--- config.mk ---
export PLATFORM = sky130hd
export DESIGN_NAME = swr_adv_ctrl
export DESIGN_NICKNAME = d
export VERILOG_FILES = /design/src/core/swr_pkg.sv /design/src/core/swr_pause_if.sv /design/src/core/swr_adv_ctrl.sv /design/src/core/swr_link_edge.sv /design/src/core/swr_pause_timer.sv
export SDC_FILE = /design/constraint.sdc
export NUM_CORES = 1
export LEC_CHECK = 0
export BUFFER_PORTS_ARGS = -buffer_cell sky130_fd_sc_hd__buf_2
export CORE_ASPECT_RATIO = 1.2
export CORE_UTILIZATION = 58
export DETAILED_ROUTE_END_ITERATION = 10
export PLACE_DENSITY_LB_ADDON = 0.3
export SYNTH_ARGS = -nofsm -noshare
export SYNTH_HDL_FRONTEND = slang
export SYNTH_HIERARCHICAL = 1
export SYNTH_SLANG_ARGS = --single-unit
--- constraint.sdc ---
create_clock -name core_clk -period 2.6 [get_ports core_clk]
set_input_delay 0.52 -clock core_clk [delete_from_list [all_inputs] [get_ports core_clk]]
set_output_delay 0.52 -clock core_clk [all_outputs]
set_load 0.02 [all_outputs]
--- src/core/swr_pkg.sv ---
/*
 * constants for the switch advanced control register slice:
 * offsets, field positions, reset values, timing and the
 * pause timer state type.
 * assumes a 100 MHz core clock and an 8-bit register port.
 */
`default_nettype none
package swr_pkg;
    // ----------------------------------------------------------
    // register offsets
    // ----------------------------------------------------------
    localparam logic [7:0] ADDR_P3Q0_SCHED = 8'hBA;
    localparam logic [7:0] ADDR_IRQ_EN     = 8'hBB;
    localparam logic [7:0] ADDR_IRQ_STAT   = 8'hBC;
    localparam logic [7:0] ADDR_PAUSE_LIM  = 8'hBD;
    localparam logic [7:0] ADDR_FIBER_THR  = 8'hC0;
    localparam logic [7:0] ADDR_REG_CTRL   = 8'hC1;
    localparam logic [7:0] ADDR_VLAN_INS   = 8'hC2;

    // ----------------------------------------------------------
    // reset values
    // ----------------------------------------------------------
    localparam logic       RST_PRIO_SEL   = 1'h1;
    localparam logic [6:0] RST_P3Q0_RSVD  = 7'h01;
    localparam logic [7:0] RST_IRQ_EN     = 8'h00;
    localparam logic [7:0] RST_IRQ_STAT   = 8'h00;
    localparam logic [7:0] RST_PAUSE_LIM  = 8'h00;
    localparam logic [7:0] RST_FIBER_THR  = 8'h00;
    localparam logic [7:0] RST_REG_CTRL   = 8'h00;
    localparam logic [7:0] RST_VLAN_INS   = 8'h00;

    // ----------------------------------------------------------
    // field positions and writable masks
    // ----------------------------------------------------------
    localparam int         BIT_PRIO_SEL  = 7;
    localparam int         BIT_LC_P12    = 7;
    localparam int         BIT_LC_P3     = 2;
    localparam int         BIT_LC_P2     = 1;
    localparam int         BIT_LC_P1     = 0;
    localparam logic [7:0] MASK_LC_RSVD  = 8'h78;
    localparam int         BIT_FIB_P2    = 7;
    localparam int         BIT_FIB_P1    = 6;
    localparam logic [7:0] MASK_FIB_RW   = 8'hC0;
    localparam int         BIT_LDO_DIS   = 6;
    localparam logic [7:0] MASK_REG_RW   = 8'h40;
    localparam logic [7:0] MASK_VLAN_RW  = 8'h3F;
    localparam int         VLAN_BITS     = 6;

    // ----------------------------------------------------------
    // timing
    // ----------------------------------------------------------
    localparam int unsigned CLK_HZ           = 100_000_000;
    localparam int unsigned PAUSE_OFF_MS     = 160;
    localparam int unsigned PAUSE_OFF_CYCLES = PAUSE_OFF_MS * (CLK_HZ / 1000);

    // ----------------------------------------------------------
    // types
    // ----------------------------------------------------------
    typedef enum logic [1:0] {
        PT_IDLE    = 2'b00,
        PT_COUNT   = 2'b01,
        PT_EXPIRED = 2'b10
    } swr_pause_st_t;
endpackage
`default_nettype wire

--- src/core/swr_pause_if.sv ---
/*
 * carrier between the register core and the pause limit timer.
 * assumes both ends run on the same core clock.
 */
`timescale 1ns/1ps
`default_nettype none
interface swr_pause_if;
    logic limit_en;
    logic pause_on;
    logic invalidate;
    modport ctl (output limit_en, output pause_on, input invalidate);
    modport tmr (input limit_en, input pause_on, output invalidate);
endinterface
`default_nettype wire

--- src/core/swr_adv_ctrl.sv ---
/*
 * advanced control register slice of a three-port switch:
 * port 3 queue 0 scheduling select, link change interrupt,
 * pause limit, fiber thresholds, regulator and vlan insertion.
 * assumes the host interface decoder (smi, spi or i2c) hands
 * single-cycle read and write strobes on the core clock.
 *
 */
`timescale 1ns/1ps
`default_nettype none
module swr_adv_ctrl #(
    parameter int unsigned PAUSE_CYCLES = swr_pkg::PAUSE_OFF_CYCLES
) (
    // clock, reset, enable
    input  wire logic       core_clk,
    input  wire logic       rst,
    input  wire logic       ce,
    // register port from the host interface
    input  wire logic [7:0] reg_addr,
    input  wire logic       reg_wr,
    input  wire logic       reg_rd,
    input  wire logic [7:0] reg_wdata,
    output logic      [7:0] reg_rdata,
    // link levels from the phys and the mii
    input  wire logic       p1_link_analog,
    input  wire logic       p1_link_mii,
    input  wire logic       p2_link_analog,
    input  wire logic       p3_link_mii,
    input  wire logic       p1_mii_sel,
    // scheduler context
    input  wire logic [2:0] p3_q321_sel,
    input  wire logic       global_sched_bit,
    input  wire logic       p3_two_queue,
    // flow control
    input  wire logic       pause_in_effect,
    output logic            fc_invalidate_req,
    // interrupt
    output logic            irq_out_n,
    // port 3 egress scheduling
    output logic            p3_sched_weighted,
    output logic            p3_sched_strict,
    output logic      [3:0] p3_queue_weight,
    // analog and vlan controls
    output logic            p2_fiber_thr_hi,
    output logic            p1_fiber_thr_hi,
    output logic            ldo_disable,
    output logic      [5:0] vlan_insert
);
    // ----------------------------------------------------------
    // link change detection
    // ----------------------------------------------------------
    logic chg_p1a, chg_p1m, chg_p2, chg_p3;
    logic p1_evt, p12_evt;

    swr_link_edge u_p1a (
        .core_clk (core_clk),
        .rst      (rst),
        .ce       (ce),
        .link_in  (p1_link_analog),
        .change   (chg_p1a)
    );
    swr_link_edge u_p1m (
        .core_clk (core_clk),
        .rst      (rst),
        .ce       (ce),
        .link_in  (p1_link_mii),
        .change   (chg_p1m)
    );
    swr_link_edge u_p2 (
        .core_clk (core_clk),
        .rst      (rst),
        .ce       (ce),
        .link_in  (p2_link_analog),
        .change   (chg_p2)
    );
    swr_link_edge u_p3 (
        .core_clk (core_clk),
        .rst      (rst),
        .ce       (ce),
        .link_in  (p3_link_mii),
        .change   (chg_p3)
    );

    // port 1 follows whichever interface it currently runs on
    assign p1_evt  = p1_mii_sel ? chg_p1m : chg_p1a;
    // bit 7 only watches the analog side of the copper ports
    assign p12_evt = chg_p1a | chg_p2;

    // ----------------------------------------------------------
    // register state
    // ----------------------------------------------------------
    logic       prio_sel_ff,  nxt_prio_sel;
    logic [7:0] irq_en_ff,    nxt_irq_en;
    logic [7:0] irq_stat_ff,  nxt_irq_stat;
    logic [7:0] pause_lim_ff, nxt_pause_lim;
    logic [7:0] fiber_ff,     nxt_fiber;
    logic [7:0] regctl_ff,    nxt_regctl;
    logic [7:0] vlan_ff,      nxt_vlan;
    logic [7:0] rdata_ff,     nxt_rdata;
    logic [7:0] set_vec,      clr_vec;

    // ----------------------------------------------------------
    // write decode and flag update
    // ----------------------------------------------------------
    always_comb begin
        nxt_prio_sel  = prio_sel_ff;
        nxt_irq_en    = irq_en_ff;
        nxt_pause_lim = pause_lim_ff;
        nxt_fiber     = fiber_ff;
        nxt_regctl    = regctl_ff;
        nxt_vlan      = vlan_ff;
        clr_vec       = 8'h00;
        set_vec       = 8'h00;
        set_vec[swr_pkg::BIT_LC_P12] = p12_evt;
        set_vec[swr_pkg::BIT_LC_P3]  = chg_p3;
        set_vec[swr_pkg::BIT_LC_P2]  = chg_p2;
        set_vec[swr_pkg::BIT_LC_P1]  = p1_evt;
        nxt_irq_stat = irq_stat_ff;
        if (reg_wr) begin
            if (reg_addr == swr_pkg::ADDR_P3Q0_SCHED) begin
                // low bits are read-only, so a write cannot spoil them
                nxt_prio_sel = reg_wdata[swr_pkg::BIT_PRIO_SEL];
            end else if (reg_addr == swr_pkg::ADDR_IRQ_EN) begin
                nxt_irq_en = reg_wdata;
            end else if (reg_addr == swr_pkg::ADDR_IRQ_STAT) begin
                clr_vec = reg_wdata & ~swr_pkg::MASK_LC_RSVD;
                nxt_irq_stat = (irq_stat_ff & ~swr_pkg::MASK_LC_RSVD)
                             | (reg_wdata & swr_pkg::MASK_LC_RSVD);
            end else if (reg_addr == swr_pkg::ADDR_PAUSE_LIM) begin
                nxt_pause_lim = reg_wdata;
            end else if (reg_addr == swr_pkg::ADDR_FIBER_THR) begin
                nxt_fiber = reg_wdata & swr_pkg::MASK_FIB_RW;
            end else if (reg_addr == swr_pkg::ADDR_REG_CTRL) begin
                nxt_regctl = reg_wdata & swr_pkg::MASK_REG_RW;
            end else if (reg_addr == swr_pkg::ADDR_VLAN_INS) begin
                nxt_vlan = reg_wdata & swr_pkg::MASK_VLAN_RW;
            end
        end
        // a new event wins over a clear landing in the same cycle
        nxt_irq_stat = (nxt_irq_stat & ~clr_vec) | set_vec;
    end

    // ----------------------------------------------------------
    // read mux, registered one cycle after the strobe
    // ----------------------------------------------------------
    always_comb begin
        nxt_rdata = rdata_ff;
        if (reg_rd) begin
            if (reg_addr == swr_pkg::ADDR_P3Q0_SCHED) begin
                nxt_rdata = {prio_sel_ff, swr_pkg::RST_P3Q0_RSVD};
            end else if (reg_addr == swr_pkg::ADDR_IRQ_EN) begin
                nxt_rdata = irq_en_ff;
            end else if (reg_addr == swr_pkg::ADDR_IRQ_STAT) begin
                nxt_rdata = irq_stat_ff;
            end else if (reg_addr == swr_pkg::ADDR_PAUSE_LIM) begin
                nxt_rdata = pause_lim_ff;
            end else if (reg_addr == swr_pkg::ADDR_FIBER_THR) begin
                nxt_rdata = fiber_ff;
            end else if (reg_addr == swr_pkg::ADDR_REG_CTRL) begin
                nxt_rdata = regctl_ff;
            end else if (reg_addr == swr_pkg::ADDR_VLAN_INS) begin
                nxt_rdata = vlan_ff;
            end else begin
                nxt_rdata = 8'h00;
            end
        end
    end

    always_ff @(posedge core_clk) begin
        if (rst) begin
            prio_sel_ff  <= swr_pkg::RST_PRIO_SEL;
            irq_en_ff    <= swr_pkg::RST_IRQ_EN;
            irq_stat_ff  <= swr_pkg::RST_IRQ_STAT;
            pause_lim_ff <= swr_pkg::RST_PAUSE_LIM;
            fiber_ff     <= swr_pkg::RST_FIBER_THR;
            regctl_ff    <= swr_pkg::RST_REG_CTRL;
            vlan_ff      <= swr_pkg::RST_VLAN_INS;
            rdata_ff     <= 8'h00;
        end else if (ce) begin
            prio_sel_ff  <= nxt_prio_sel;
            irq_en_ff    <= nxt_irq_en;
            irq_stat_ff  <= nxt_irq_stat;
            pause_lim_ff <= nxt_pause_lim;
            fiber_ff     <= nxt_fiber;
            regctl_ff    <= nxt_regctl;
            vlan_ff      <= nxt_vlan;
            rdata_ff     <= nxt_rdata;
        end
    end

    // ----------------------------------------------------------
    // interrupt pin and scheduler mode
    // ----------------------------------------------------------
    logic       irq_n_ff,  nxt_irq_n;
    logic       wgt_ff,    nxt_wgt;
    logic       strict_ff, nxt_strict;
    logic [3:0] qw_ff,     nxt_qw;
    logic [3:0] sel_all;

    assign sel_all = {p3_q321_sel, prio_sel_ff};

    always_comb begin
        // only enabled flags may pull the pin
        nxt_irq_n  = ~|(irq_stat_ff & irq_en_ff);
        nxt_wgt    = &sel_all;
        nxt_strict = ~|sel_all & ~global_sched_bit;
        nxt_qw     = 4'h0;
        if (nxt_wgt) begin
            // weight for queue 0; p3_two_queue set gives the same value
            nxt_qw = 4'h1;
            if (p3_two_queue) begin
                nxt_qw = 4'h1;
            end
        end
    end

    always_ff @(posedge core_clk) begin
        if (rst) begin
            irq_n_ff  <= 1'b1;
            wgt_ff    <= 1'b0;
            strict_ff <= 1'b0;
            qw_ff     <= 4'h0;
        end else if (ce) begin
            irq_n_ff  <= nxt_irq_n;
            wgt_ff    <= nxt_wgt;
            strict_ff <= nxt_strict;
            qw_ff     <= nxt_qw;
        end
    end

    // ----------------------------------------------------------
    // pause limit timer
    // ----------------------------------------------------------
    swr_pause_if pif ();

    // any nonzero value in the limit register turns the limit on
    assign pif.limit_en = |pause_lim_ff;
    assign pif.pause_on = pause_in_effect;

    swr_pause_timer #(
        .LIMIT_CYCLES (PAUSE_CYCLES)
    ) u_pause (
        .core_clk (core_clk),
        .rst      (rst),
        .ce       (ce),
        .pif      (pif.tmr)
    );

    // ----------------------------------------------------------
    // outputs
    // ----------------------------------------------------------
    assign reg_rdata         = rdata_ff;
    assign irq_out_n         = irq_n_ff;
    assign fc_invalidate_req = pif.invalidate;
    assign p3_sched_weighted = wgt_ff;
    assign p3_sched_strict   = strict_ff;
    assign p3_queue_weight   = qw_ff;
    assign p2_fiber_thr_hi   = fiber_ff[swr_pkg::BIT_FIB_P2];
    assign p1_fiber_thr_hi   = fiber_ff[swr_pkg::BIT_FIB_P1];
    assign ldo_disable       = regctl_ff[swr_pkg::BIT_LDO_DIS];
    assign vlan_insert       = vlan_ff[swr_pkg::VLAN_BITS-1:0];

    // ----------------------------------------------------------
    // checks
    // ----------------------------------------------------------
    logic st_wr;
    assign st_wr = reg_wr && reg_addr == swr_pkg::ADDR_IRQ_STAT;

    w1c_clear_a: assert property (@(posedge core_clk) disable iff (rst)
        ce && st_wr && reg_wdata[0] && !p1_evt |=> !irq_stat_ff[0])
        else $error("status bit 0 not cleared by write of one");
    w0_keep_a: assert property (@(posedge core_clk) disable iff (rst)
        ce && irq_stat_ff[2] && !(st_wr && reg_wdata[2]) |=> irq_stat_ff[2])
        else $error("status bit 2 lost without a write of one");
    set_wins_a: assert property (@(posedge core_clk) disable iff (rst)
        ce && chg_p3 |=> irq_stat_ff[2])
        else $error("port 3 change not flagged");
    p12_flag_a: assert property (@(posedge core_clk) disable iff (rst)
        ce && (chg_p1a || chg_p2) |=> irq_stat_ff[7] && (!chg_p2 || irq_stat_ff[1]))
        else $error("copper change not flagged");
    p1_flag_a: assert property (@(posedge core_clk) disable iff (rst)
        ce && p1_mii_sel && chg_p1m |=> irq_stat_ff[0])
        else $error("port 1 mii change not flagged");
    irq_gate_a: assert property (@(posedge core_clk) disable iff (rst)
        ce && irq_en_ff == 8'h00 |=> irq_out_n)
        else $error("interrupt asserted with all enables clear");
    irq_pull_a: assert property (@(posedge core_clk) disable iff (rst)
        ce && (irq_stat_ff & irq_en_ff) != 8'h00 |=> !irq_out_n)
        else $error("interrupt not asserted for enabled flag");
    sched_mode_a: assert property (@(posedge core_clk) disable iff (rst)
        ce && sel_all == 4'hF |=> p3_sched_weighted && !p3_sched_strict)
        else $error("weighted mode not selected");
    strict_mode_a: assert property (@(posedge core_clk) disable iff (rst)
        ce && sel_all == 4'h0 && !global_sched_bit |=> p3_sched_strict)
        else $error("strict mode not selected");

    // fiber, regulator and vlan writes reach their outputs one edge later
    logic en_wr, fib_wr, ldo_wr, vlan_wr, sel_rd;
    assign en_wr   = reg_wr && reg_addr == swr_pkg::ADDR_IRQ_EN;
    assign fib_wr  = reg_wr && reg_addr == swr_pkg::ADDR_FIBER_THR;
    assign ldo_wr  = reg_wr && reg_addr == swr_pkg::ADDR_REG_CTRL;
    assign vlan_wr = reg_wr && reg_addr == swr_pkg::ADDR_VLAN_INS;
    assign sel_rd  = reg_rd && reg_addr == swr_pkg::ADDR_P3Q0_SCHED;

    en_write_a: assert property (@(posedge core_clk) disable iff (rst)
        ce && en_wr |=> irq_en_ff == $past(reg_wdata))
        else $error("enable write lost");

    fiber_out_a: assert property (@(posedge core_clk) disable iff (rst)
        ce && fib_wr |=> {p2_fiber_thr_hi, p1_fiber_thr_hi, 6'h00} == ($past(reg_wdata) & swr_pkg::MASK_FIB_RW))
        else $error("fiber threshold not applied");
    ldo_out_a: assert property (@(posedge core_clk) disable iff (rst)
        ce && ldo_wr |=> {1'h0, ldo_disable, 6'h00} == ($past(reg_wdata) & swr_pkg::MASK_REG_RW))
        else $error("regulator disable not applied");
    vlan_out_a: assert property (@(posedge core_clk) disable iff (rst)
        ce && vlan_wr |=> {2'h0, vlan_insert} == ($past(reg_wdata) & swr_pkg::MASK_VLAN_RW))
        else $error("vlan insertion not applied");

    sel_read_a: assert property (@(posedge core_clk) disable iff (rst)
        ce && sel_rd |=> reg_rdata == {$past(prio_sel_ff), swr_pkg::RST_P3Q0_RSVD})
        else $error("priority select read back wrong");

    p2_flag_a: assert property (@(posedge core_clk) disable iff (rst)
        ce && chg_p2 |=> irq_stat_ff[swr_pkg::BIT_LC_P2])
        else $error("port 2 change not flagged");
    p1a_flag_a: assert property (@(posedge core_clk) disable iff (rst)
        ce && !p1_mii_sel && chg_p1a |=> irq_stat_ff[swr_pkg::BIT_LC_P1])
        else $error("port 1 analog change not flagged");
endmodule
`default_nettype wire

--- src/core/swr_link_edge.sv ---
/*
 * link level synchroniser with change detector.
 * assumes the level comes from outside the core clock domain.
 */
`timescale 1ns/1ps
`default_nettype none
module swr_link_edge (
    // clock and reset
    input  wire logic core_clk,
    input  wire logic rst,
    input  wire logic ce,
    // link level and change pulse
    input  wire logic link_in,
    output logic      change
);
    logic s1_ff, s2_ff, s3_ff, state_ff, chg_ff;
    logic nxt_state, nxt_chg;

    // --------------------------------------------------------
    // a change counts once stages two and three agree
    // --------------------------------------------------------
    always_comb begin
        nxt_state = state_ff;
        nxt_chg   = 1'b0;
        if (s2_ff == s3_ff && s3_ff != state_ff) begin
            nxt_state = s3_ff;
            nxt_chg   = 1'b1;
        end
    end

    always_ff @(posedge core_clk) begin
        if (rst) begin
            s1_ff    <= 1'b0;
            s2_ff    <= 1'b0;
            s3_ff    <= 1'b0;
            state_ff <= 1'b0;
            chg_ff   <= 1'b0;
        end else if (ce) begin
            s1_ff    <= link_in;
            s2_ff    <= s1_ff;
            s3_ff    <= s2_ff;
            state_ff <= nxt_state;
            chg_ff   <= nxt_chg;
        end
    end

    assign change = chg_ff;

    chg_agree_a: assert property (@(posedge core_clk) disable iff (rst)
        ce && $rose(chg_ff) |-> $past(s2_ff) == $past(s3_ff))
        else $error("link change without settled input");
endmodule
`default_nettype wire

--- src/core/swr_pause_timer.sv ---
/*
 * pause duration limiter: asks for flow control to be dropped
 * once pause has lasted the limit time.
 * assumes pause_on is a level on the core clock.
 */
`timescale 1ns/1ps
`default_nettype none
module swr_pause_timer #(
    parameter int unsigned LIMIT_CYCLES = swr_pkg::PAUSE_OFF_CYCLES
) (
    // clock and reset
    input  wire logic core_clk,
    input  wire logic rst,
    input  wire logic ce,
    // control from the register core
    swr_pause_if.tmr  pif
);
    localparam int CW = $clog2(LIMIT_CYCLES + 1);
    localparam logic [CW-1:0] LAST = CW'(LIMIT_CYCLES - 1);

    swr_pkg::swr_pause_st_t st_ff, nxt_st;
    logic [CW-1:0] cnt_ff, nxt_cnt;
    logic          req_ff, nxt_req;

    // --------------------------------------------------------
    // timer state machine
    // --------------------------------------------------------
    always_comb begin
        nxt_st  = st_ff;
        nxt_cnt = cnt_ff;
        nxt_req = 1'b0;
        case (st_ff)
            swr_pkg::PT_IDLE: begin
                nxt_cnt = '0;
                if (pif.limit_en && pif.pause_on) begin
                    nxt_st = swr_pkg::PT_COUNT;
                end
            end
            swr_pkg::PT_COUNT: begin
                nxt_cnt = cnt_ff + CW'(1);
                if (!pif.limit_en || !pif.pause_on) begin
                    nxt_st = swr_pkg::PT_IDLE;
                end else if (cnt_ff == LAST) begin
                    nxt_st  = swr_pkg::PT_EXPIRED;
                    nxt_req = 1'b1;
                end
            end
            swr_pkg::PT_EXPIRED: begin
                // request holds until pause ends or limit is off
                nxt_req = pif.limit_en && pif.pause_on;
                if (!nxt_req) begin
                    nxt_st = swr_pkg::PT_IDLE;
                end
            end
            default: nxt_st = swr_pkg::PT_IDLE;
        endcase
    end

    always_ff @(posedge core_clk) begin
        if (rst) begin
            st_ff  <= swr_pkg::PT_IDLE;
            cnt_ff <= '0;
            req_ff <= 1'b0;
        end else if (ce) begin
            st_ff  <= nxt_st;
            cnt_ff <= nxt_cnt;
            req_ff <= nxt_req;
        end
    end

    assign pif.invalidate = req_ff;

    no_limit_a: assert property (@(posedge core_clk) disable iff (rst)
        !pif.limit_en |=> !req_ff)
        else $error("invalidate requested with limit disabled");
    req_time_a: assert property (@(posedge core_clk) disable iff (rst)
        $rose(req_ff) |-> $past(cnt_ff) == LAST)
        else $error("invalidate request at wrong count");
endmodule
`default_nettype wire

# == Word level (Yosys, flattened, before mapping) ==
# Index checks and enable logic that the tools add are counted.
# totals
wordCells,130
in_bits,32
reg_bits,96
output_inout_bits,25
# classes
add_sub_neg,1
bitwise_logic,14
n_mux,30
reduce_logical,29
eq_ne,21
# ops
op,count
$mux 8,13
$eq 8x8->1 const B,7
$pmux 24 s2,1
$add 24x1->24 const B,1
$eq 24x24->1 const B,1
$and 8x8->8,2
$reduce_or 8->1,2
$reduce_and 2->1,6
$reduce_and 4->1,3
$reduce_and 9->1,1
$mux 1,8
$mux 2,4
$not 8->8,1
$or 8x7->8,1
$or 8x8->8,1
$reduce_and 8->1,1
$mux 7,1
$not 1->1,7
$reduce_and 7->1,1
$mux 6,1
$pmux 2 s3,1
$reduce_and 6->1,1
$logic_and 1x1->1,5
$eq 1x1->1,4
other kinds (15),21

# == Logic depth before layout (Yosys ltp) ==
# Gate-level depths: netlist of run 1.
# logic_depth
ltp_word,8
depth_mapped,8
depth_no_buf,6

# == By module ==
# The synthesis of run 1 kept the hierarchy.
# modules_own_cells
module,cells_per_inst,area_per_inst_um2,instances,seq_area_each_um2
swr_adv_ctrl,256,2228.4,1,900.9
swr_pause_timer,173,1466.4,1,540.5
swr_link_edge,21,205.2,4,100.1

# == Worst setup path after synthesis of run 1 ==
# No wires, ideal clock.
# synth_path
path_type,input -> register
start,in reg_addr[1]
end,reg irq_stat_ff[3]
required_time_ns,2.472
path_buffers,3
stages,7
path_slack_ns,0.685
setup_time_ns,0.128
t_arrival_ns,1.788
path_cell_list,buf_2 > nand2b_1 > buf_2 > or4_1 > buf_2 > mux2i_1 > nor2_1
# synth_between
elab_chain_len,7
word_cells_on_any_way,13
cone_classes,eq/ne: 3; mux: 7; bitwise: 3
# synth_lines
item,line,rtl
from (decl),swr_adv_ctrl.sv:19,"input wire logic [7:0] reg_addr,"
$eq 8x8->1,-,
$mux 8 (on tied branches),"swr_adv_ctrl.sv:125, swr_adv_ctrl.sv:123",
$mux 8 (on tied branches),"swr_adv_ctrl.sv:123, swr_adv_ctrl.sv:120",
$mux 8 (on tied branches),"swr_adv_ctrl.sv:120, swr_adv_ctrl.sv:119",
$mux 8 or $not 8->8 (tied branches),"swr_adv_ctrl.sv:119, swr_adv_ctrl.sv:140",
$and 8x8->8 (*),swr_adv_ctrl.sv:140,nxt_irq_stat = (nxt_irq_stat & ~clr_vec) | set_vec;
$or 8x8->8 (*),swr_adv_ctrl.sv:140,
to (signal assigned),swr_adv_ctrl.sv:173,irq_stat_ff <= swr_pkg::RST_IRQ_STAT;
to (signal assigned),swr_adv_ctrl.sv:182,irq_stat_ff <= nxt_irq_stat;
to (decl),swr_adv_ctrl.sv:94,"logic [7:0] irq_stat_ff, nxt_irq_stat;"
# Mark *: on every way between the ends. The rest lies on a longest branch, timed or not.
# A chain may end at the register's enable or synchronous reset.

# == Final worst setup path of run 1 ==
# layout_path
start,reg u_pause.st_ff[1]
end,reg u_pause.cnt_ff[20]
# layout_between
elab_chain_len,3
word_cells_on_any_way,5
cone_classes,eq/ne: 1; mux: 1; reduce/logical: 3
# layout_lines
item,line,rtl
from (decl),swr_pause_timer.sv:21,"swr_pkg::swr_pause_st_t st_ff, nxt_st;"
from (signal assigned),swr_pause_timer.sv:61,st_ff <= swr_pkg::PT_IDLE;
from (signal assigned),swr_pause_timer.sv:65,st_ff <= nxt_st;
$eq 2x1->1 or $logic_not 2->1 (tied branches),swr_pause_timer.sv:32,case (st_ff)
$reduce_bool 2->1 (no source line),-,
$reduce_and 2->1 (no source line),-,
to (signal assigned),swr_pause_timer.sv:66,cnt_ff <= nxt_cnt;
to (decl),swr_pause_timer.sv:22,"logic [CW-1:0] cnt_ff, nxt_cnt;"
# Several ways; a longest one is shown, not always the timed one.

==> results of run 1 <==
==> area by class of cell <==
type                    count  area (um^2)  share of cell area [%]
multi-input cells         375         2450                    49.3
well taps                  90          113                    2.27
flip-flops and latches     92         1840                    37.1
clock inverters             5         36.3                   0.731
clock buffers              11          141                    2.85
inverters                  17         63.8                    1.29
repair buffers             58          318                    6.41
==> critical path, delay by kind of cell (launching register included) <==
| family | cells | cell delay [ns] |
|---|---|---|
| simple gates | 2 | 1.08 |
| flops | 1 | 0.33 |
| buf+inv | 1 | 0.10 |
| fa+ha+maj | 1 | 0.32 |
| compound gates | 2 | 0.32 |
==> flip-flops by register name, summed over array words and instances, names as in the netlist, 2 cells and up <==
register and flops:
irq_en_ff 8, fiber_ff 2, pause_lim_ff 8, vlan_ff 6, irq_stat_ff 8, reg_rdata 8
u_pause/cnt_ff 24, u_pause/st_ff 2
==> metal layers <==
layer	vias up	wire, um	global-route usage [%]
li1	1959	-	-
met4	0	244	10.5
met1	1805	4330	29.4
met3	26	410	6.11
met2	113	4720	42.7
met5	-	0	0
==> path summary, 6_finish.rpt <==
kind,cells past startpoint,to,from
worst max-delay path,6,u_pause/cnt_ff[20]$_SDFFE_PP0P_,u_pause/st_ff[1]$_SDFFE_PP0P_
worst min register to register,2,p3_sched_strict$_SDFFE_PP0P_,p3_sched_strict$_SDFFE_PP0P_
worst max register to register,6,u_pause/cnt_ff[20]$_SDFFE_PP0P_,u_pause/st_ff[1]$_SDFFE_PP0P_
worst min-delay path,3,u_p1a/s1_ff$_SDFFE_PP0P_,p1_link_analog
==> cell usage in the layout (no fill, tap or decap), types with 4 or more instances in the layout <==
cell type,instances
a21oi_1,26
a221oi_1,4
a22oi_1,6
a311oi_1,7
buf_2,52
buf_4,5
clkbuf_8,10
dfxtp_1,92
ha_1,4
inv_1,17
mux2i_1,50
nand2_1,32
nand3_1,16
nand3b_1,8
nand4_1,9
nor2_1,65
nor2b_1,8
nor3_1,15
nor4_1,7
o21ai_0,17
o21ai_1,4
o31ai_1,7
o32ai_1,4
or2b_1,4
or3_1,9
or3b_1,4
or4_1,10
==> cells in the mapped netlist, drive strengths merged (5+ instances only) <==
master / count / share of area [%]
a21oi: 26 / 2.9
a22oi: 6 / 1.0
a311oi: 7 / 1.4
buf: 18 / 2.7
clkbuf: 13 / 1.1
dfxtp: 92 / 41
inv: 17 / 1.4
mux2i: 50 / 11
nand2: 32 / 2.7
nand3: 16 / 1.8
nand3b: 8 / 1.3
nand4: 10 / 1.5
nor2: 65 / 5.4
nor2b: 8 / 1.1
nor3: 16 / 2.0
nor4: 9 / 1.7
o21ai: 22 / 2.5
o31ai: 7 / 1.2
or3: 9 / 1.2
or3b: 5 / 0.97
or4: 11 / 1.9
==> where the power goes <==
group	internal (mW)	switching [mW]
Combinational	0.0717	0.126
Sequential	1.43	0.0129
Clock	0.376	0.511
==> metrics by stage <==
stage               util [%]  total power [mW]  instance area (um^2)
finish                  67.0              2.52                  4960
global placement        64.6              1.66                  4780
global route            67.0              2.62                  4960
floorplan                  -              1.60                  4520
CTS                     67.0              2.55                  4960
detailed placement      64.6              1.67                  4780
==> kinds of logic (layout without fill, tap and decap cells) <==
| group | count (synthesis) | in the layout | synth area share (%) |
|---|---|---|---|
| xor+xnor | 6 | 6 | 1.16 |
| simple gates | 211 | 211 | 25.4 |
| mux | 51 | 51 | 11.3 |
| flops | 92 | 92 | 40.8 |
| fa+ha+maj | 4 | 4 | 1.11 |
| buf+inv | 48 | 91 | 5.18 |
| compound gates | 100 | 100 | 14.9 |
| other cells | 1 | 3 | 0.0830 |
==> out/metrics.yaml, run 1 <==
run_status:
  outcome: "finished clean"
detailed_routing:
  routed_wire_length_per_instance_um: 15.0
  vias_per_cell: 6.02
  drt-initial-drc-count: 147
  vias: 3903
  route.detailed.drc: 0
  first_pass_iters: 5
  route.antenna.remaining_nets: 0
  route.final.wire_length_um: 9700
timing:
  finalCriticalPeriod_ns: 2.21
  hold_viol_final: 0
  max-slew-margin-rel_pct: 53.4
  slew_violations: 0
  hold_slack_ns: 0.386
  timing.fmax_ghz: 0.452
  grt_setup_unrepaired: "false"
  post-route-period-util_pct: 85.2
  timing_worst_slew_pin_value_ns: 0.692
  worst_clock_skew_ns: 0.00872
  timing.final.setup_violations: 0
  aggregate_negative_setup_slack_ns: 0
  layout_setup_ws_ns: 0.386
die:
  starting_density_pct: 61.0
  placementRows: 34
  placeable_core_region_mm2: 0.00740
  chipWidth_um: 82.5
  floorplan.die_area_mm2: 0.00814
  top_level_port_count: 57
  fp.dieH_um: 98.7
grt:
  first_global_vias: 3482
  grt_overflow: 0
  grt_use_total_pct: 25.1
  pin_count_of_the_biggest_net_entering_global_routing: 43
  antenna_found_initial: 0
  grt_first_pass_wirelength_um: 15700
worst_setup_path:
  critical_path_peak_fanout: 12
  worstPathRequired_ns: 2.90
  timing.critical_path.from_type: "flop"
  reg2reg_setup_slack_ns: 0.39
  worst_path_largest_cell_delay_ns: 0.58
  cp_cell_sequence: "inv_1, ha_1, o21ai_2, or4_4, or4_1, a21oi_1"
  wp_data_arrival_ns: 2.51
  critical_path_cell_with_the_highest_stage_delay: "or4_4"
  cp-end-kind: "flop"
  worst-setup-path-type: "reg -> reg"
synthesis:
  synth_cells: 513
  synth_enable_flop_cells: 0
  postSynth.asyncResetShare_pct: 0
  sequential_cell_area_fraction_in_the_yosys_report_pct: 40.8
  yosysUniqueCellTypes: 66
  synthFlopType: "dfxtp_1"
  number_of_synthesized_register_bits: 92
  post_synth.cell_area_avg_um2: 8.80
  mappedNetlistArea_mm2: 0.00452
  yosysWarningCount: 6
clock_tree:
  cts_inserted_buffers: 9
  ctsRootBufferMaster: "clkbuf_8"
  tritoncts_num_sinks: 92
  cts_tree: "done"
  insertion_delay_ns: 0.36
  postCtsHoldBufs: 0
  cts_repair_resize_count: 0
  clock_transition_at_the_register_clock_pins_on_the_worst_setup_and_hold_paths_after_cts_ns: 0.09
  cts_buffer_depth: 2
  post_cts.repair.setup_buffers: 0
  ctsHtreeMaxLevel: 3
layout:
  drive_above_1_share_pct: 15.4
  filler_cell_count: 614
  n_antenna_cell: 0
  fin_cells: 648
  areaGrowthSynthToFinish_pct: 9.86
  design.final.nets: 589
place:
  placement.setup.worst_slack_ns: 0.362
  io_buffer_count: 52
  place_inst: 632
  post-dp-hpwl_um: 7050
  gp_congestion: 0.919
run:
  cap_viol_max_count: 0
power:
  pwr_density_cell_mw_per_mm2: 509
  power.static_leakage_nw: 1.87
  power.ir.vdd_worst_uv: 411
min_path:
  hold_path.class: "in -> reg"
Note: power is estimated with default switching activity, not from simulation.
==> run 2: changes to the inputs <==
RECOVER_POWER = 50   (was default)
==> out/metrics.yaml, run 2 (synthesized netlist as in run 1, its figures left out) <==
place:
  gp_congestion: 0.919
  post-dp-hpwl_um: 7050
  io_buffer_count: 52
run_status:
  outcome: "finished clean"
detailed_routing:
  drt-initial-drc-count: 140
  route.detailed.drc: 0
  routed_wire_length_per_instance_um: 15.0
  route.antenna.remaining_nets: 0
  route.final.wire_length_um: 9730
  first_pass_iters: 5
  vias: 3884
  vias_per_cell: 5.99
layout:
  areaGrowthSynthToFinish_pct: 9.09
  layout.cells.most_common_list: "dfxtp_1 (92), nor2_1 (65), mux2i_1 (50)"
  design.final.nets: 589
  n_antenna_cell: 0
  final_common_cell: "dfxtp_1"
  largest_register: "u_pause/cnt_ff"
  drive_above_1_share_pct: 11.1
  largest_register_ff_count: 24
worst_setup_path:
  timing.critical_path.max_delay_family: "simple AND/OR/NAND/NOR gates"
  worst-setup-path-type: "reg -> reg"
  critical_path_cell_with_the_highest_stage_delay: "or4_4"
  path_buf_inv: 1
  wp_data_arrival_ns: 2.54
  reg2reg_setup_slack_ns: 0.36
  worst_path_largest_cell_delay_ns: 0.61
  cp-end-kind: "flop"
  timing.critical_path.from_type: "flop"
  cp_cell_sequence: "inv_1, ha_1, o21ai_2, or4_4, or4_1, a21oi_1"
  worstPathRequired_ns: 2.90
  critical_path_peak_fanout: 12
timing:
  post-route-period-util_pct: 86.2
  hold_viol_final: 0
  max-slew-margin-rel_pct: 46.6
  timing.fmax_ghz: 0.446
  grt_setup_unrepaired: "false"
  finalCriticalPeriod_ns: 2.24
  hold_slack_ns: 0.386
  aggregate_negative_setup_slack_ns: 0
  timing_worst_slew_pin_value_ns: 0.802
  worst_clock_skew_ns: 0.00929
  timing.final.setup_violations: 0
  slew_violations: 0
die:
  top_level_port_count: 57
  chipWidth_um: 82.5
  fp.dieH_um: 98.7
  floorplan.die_area_mm2: 0.00814
  starting_density_pct: 61.0
  placeable_core_region_mm2: 0.00740
  placementRows: 34
run:
  cap_viol_max_count: 0
grt:
  pin_count_of_the_biggest_net_entering_global_routing: 43
  antenna_found_initial: 0
  first_global_vias: 3482
  grt_overflow: 0
  globalRoute.busiestLayer: "met2"
  globalRouteMet3Util_pct: 6.11
  use_met2_pct: 42.7
  grt_use_total_pct: 25.1
  groute.layer.met1.usage_pct: 29.4
  grt_first_pass_wirelength_um: 15700
clock_tree:
  insertion_delay_ns: 0.36
  cts_inserted_buffers: 9
  ctsRootBufferMaster: "clkbuf_8"
  clock_transition_at_the_register_clock_pins_on_the_worst_setup_and_hold_paths_after_cts_ns: 0.09
  ctsHtreeMaxLevel: 3
  cts_tree: "done"
  post_cts.repair.setup_buffers: 0
  cts_buffer_depth: 2
  tritoncts_num_sinks: 92
  postCtsHoldBufs: 0
  cts_repair_resize_count: 0
power:
  power.static_leakage_nw: 1.77
  pwr_density_cell_mw_per_mm2: 512
  power.ir.vdd_worst_uv: 410
min_path:
  hold_path.class: "in -> reg"
[run 2: area by class of cell]
cell class / count / area, um^2
tap: 90 / 113
fill: 633 / 2480
sequential: 92 / 1840
multi-input combinational: 375 / 2450
timing repair buffer: 58 / 283
inverter: 17 / 63.8
clock buffer: 11 / 141
clock inverter: 5 / 36.3
[run 2: stage by stage]
step / instances / area [um^2] / setup slack (ns) / util, % / power (mW)
2_1_floorplan: 515 / 4520 / 0.685 / - / 1.60
3_5_place_dp: 632 / 4780 / 0.362 / 64.6 / 1.67
4_1_cts: 648 / 4960 / 0.374 / 67.0 / 2.55
5_1_grt: 648 / 4930 / 0.207 / 66.5 / 2.62
3_3_place_gp: 632 / 4780 / 0.406 / 64.6 / 1.66
6_report: 648 / 4930 / 0.358 / 66.5 / 2.52
[run 2: worst min-delay path: stages]
cell     delay, ns
buf_2         0.07
mux2i_1       0.05
nor2_1        0.07
[run 2: power breakdown]
| group | total [mW] | leakage [nW] | switching, mW | internal (mW) |
|---|---|---|---|---|
| sequential | 1.44 | 0.744 | 0.0131 | 1.43 |
| combinational | 0.195 | 0.947 | 0.126 | 0.0697 |
| clock | 0.888 | 0.0820 | 0.512 | 0.376 |
| total | 2.52 | 1.77 | 0.651 | 1.87 |
[run 2: path summary, 6_finish.rpt]
kind | startpoint | to | cells after the start
worst max-delay path | u_pause/st_ff[1]$_SDFFE_PP0P_ | u_pause/cnt_ff[20]$_SDFFE_PP0P_ | 6
worst min-delay path | p1_link_analog | u_p1a/s1_ff$_SDFFE_PP0P_ | 3
worst max register to register | u_pause/st_ff[1]$_SDFFE_PP0P_ | u_pause/cnt_ff[20]$_SDFFE_PP0P_ | 6
worst min register to register | p3_sched_strict$_SDFFE_PP0P_ | p3_sched_strict$_SDFFE_PP0P_ | 2
[run 2: per-layer routing]
metal	share of wire, %	wire length [um]
met1	44	4310
met2	49	4750
met3	4.6	446
met4	2.3	220
met5	0	0
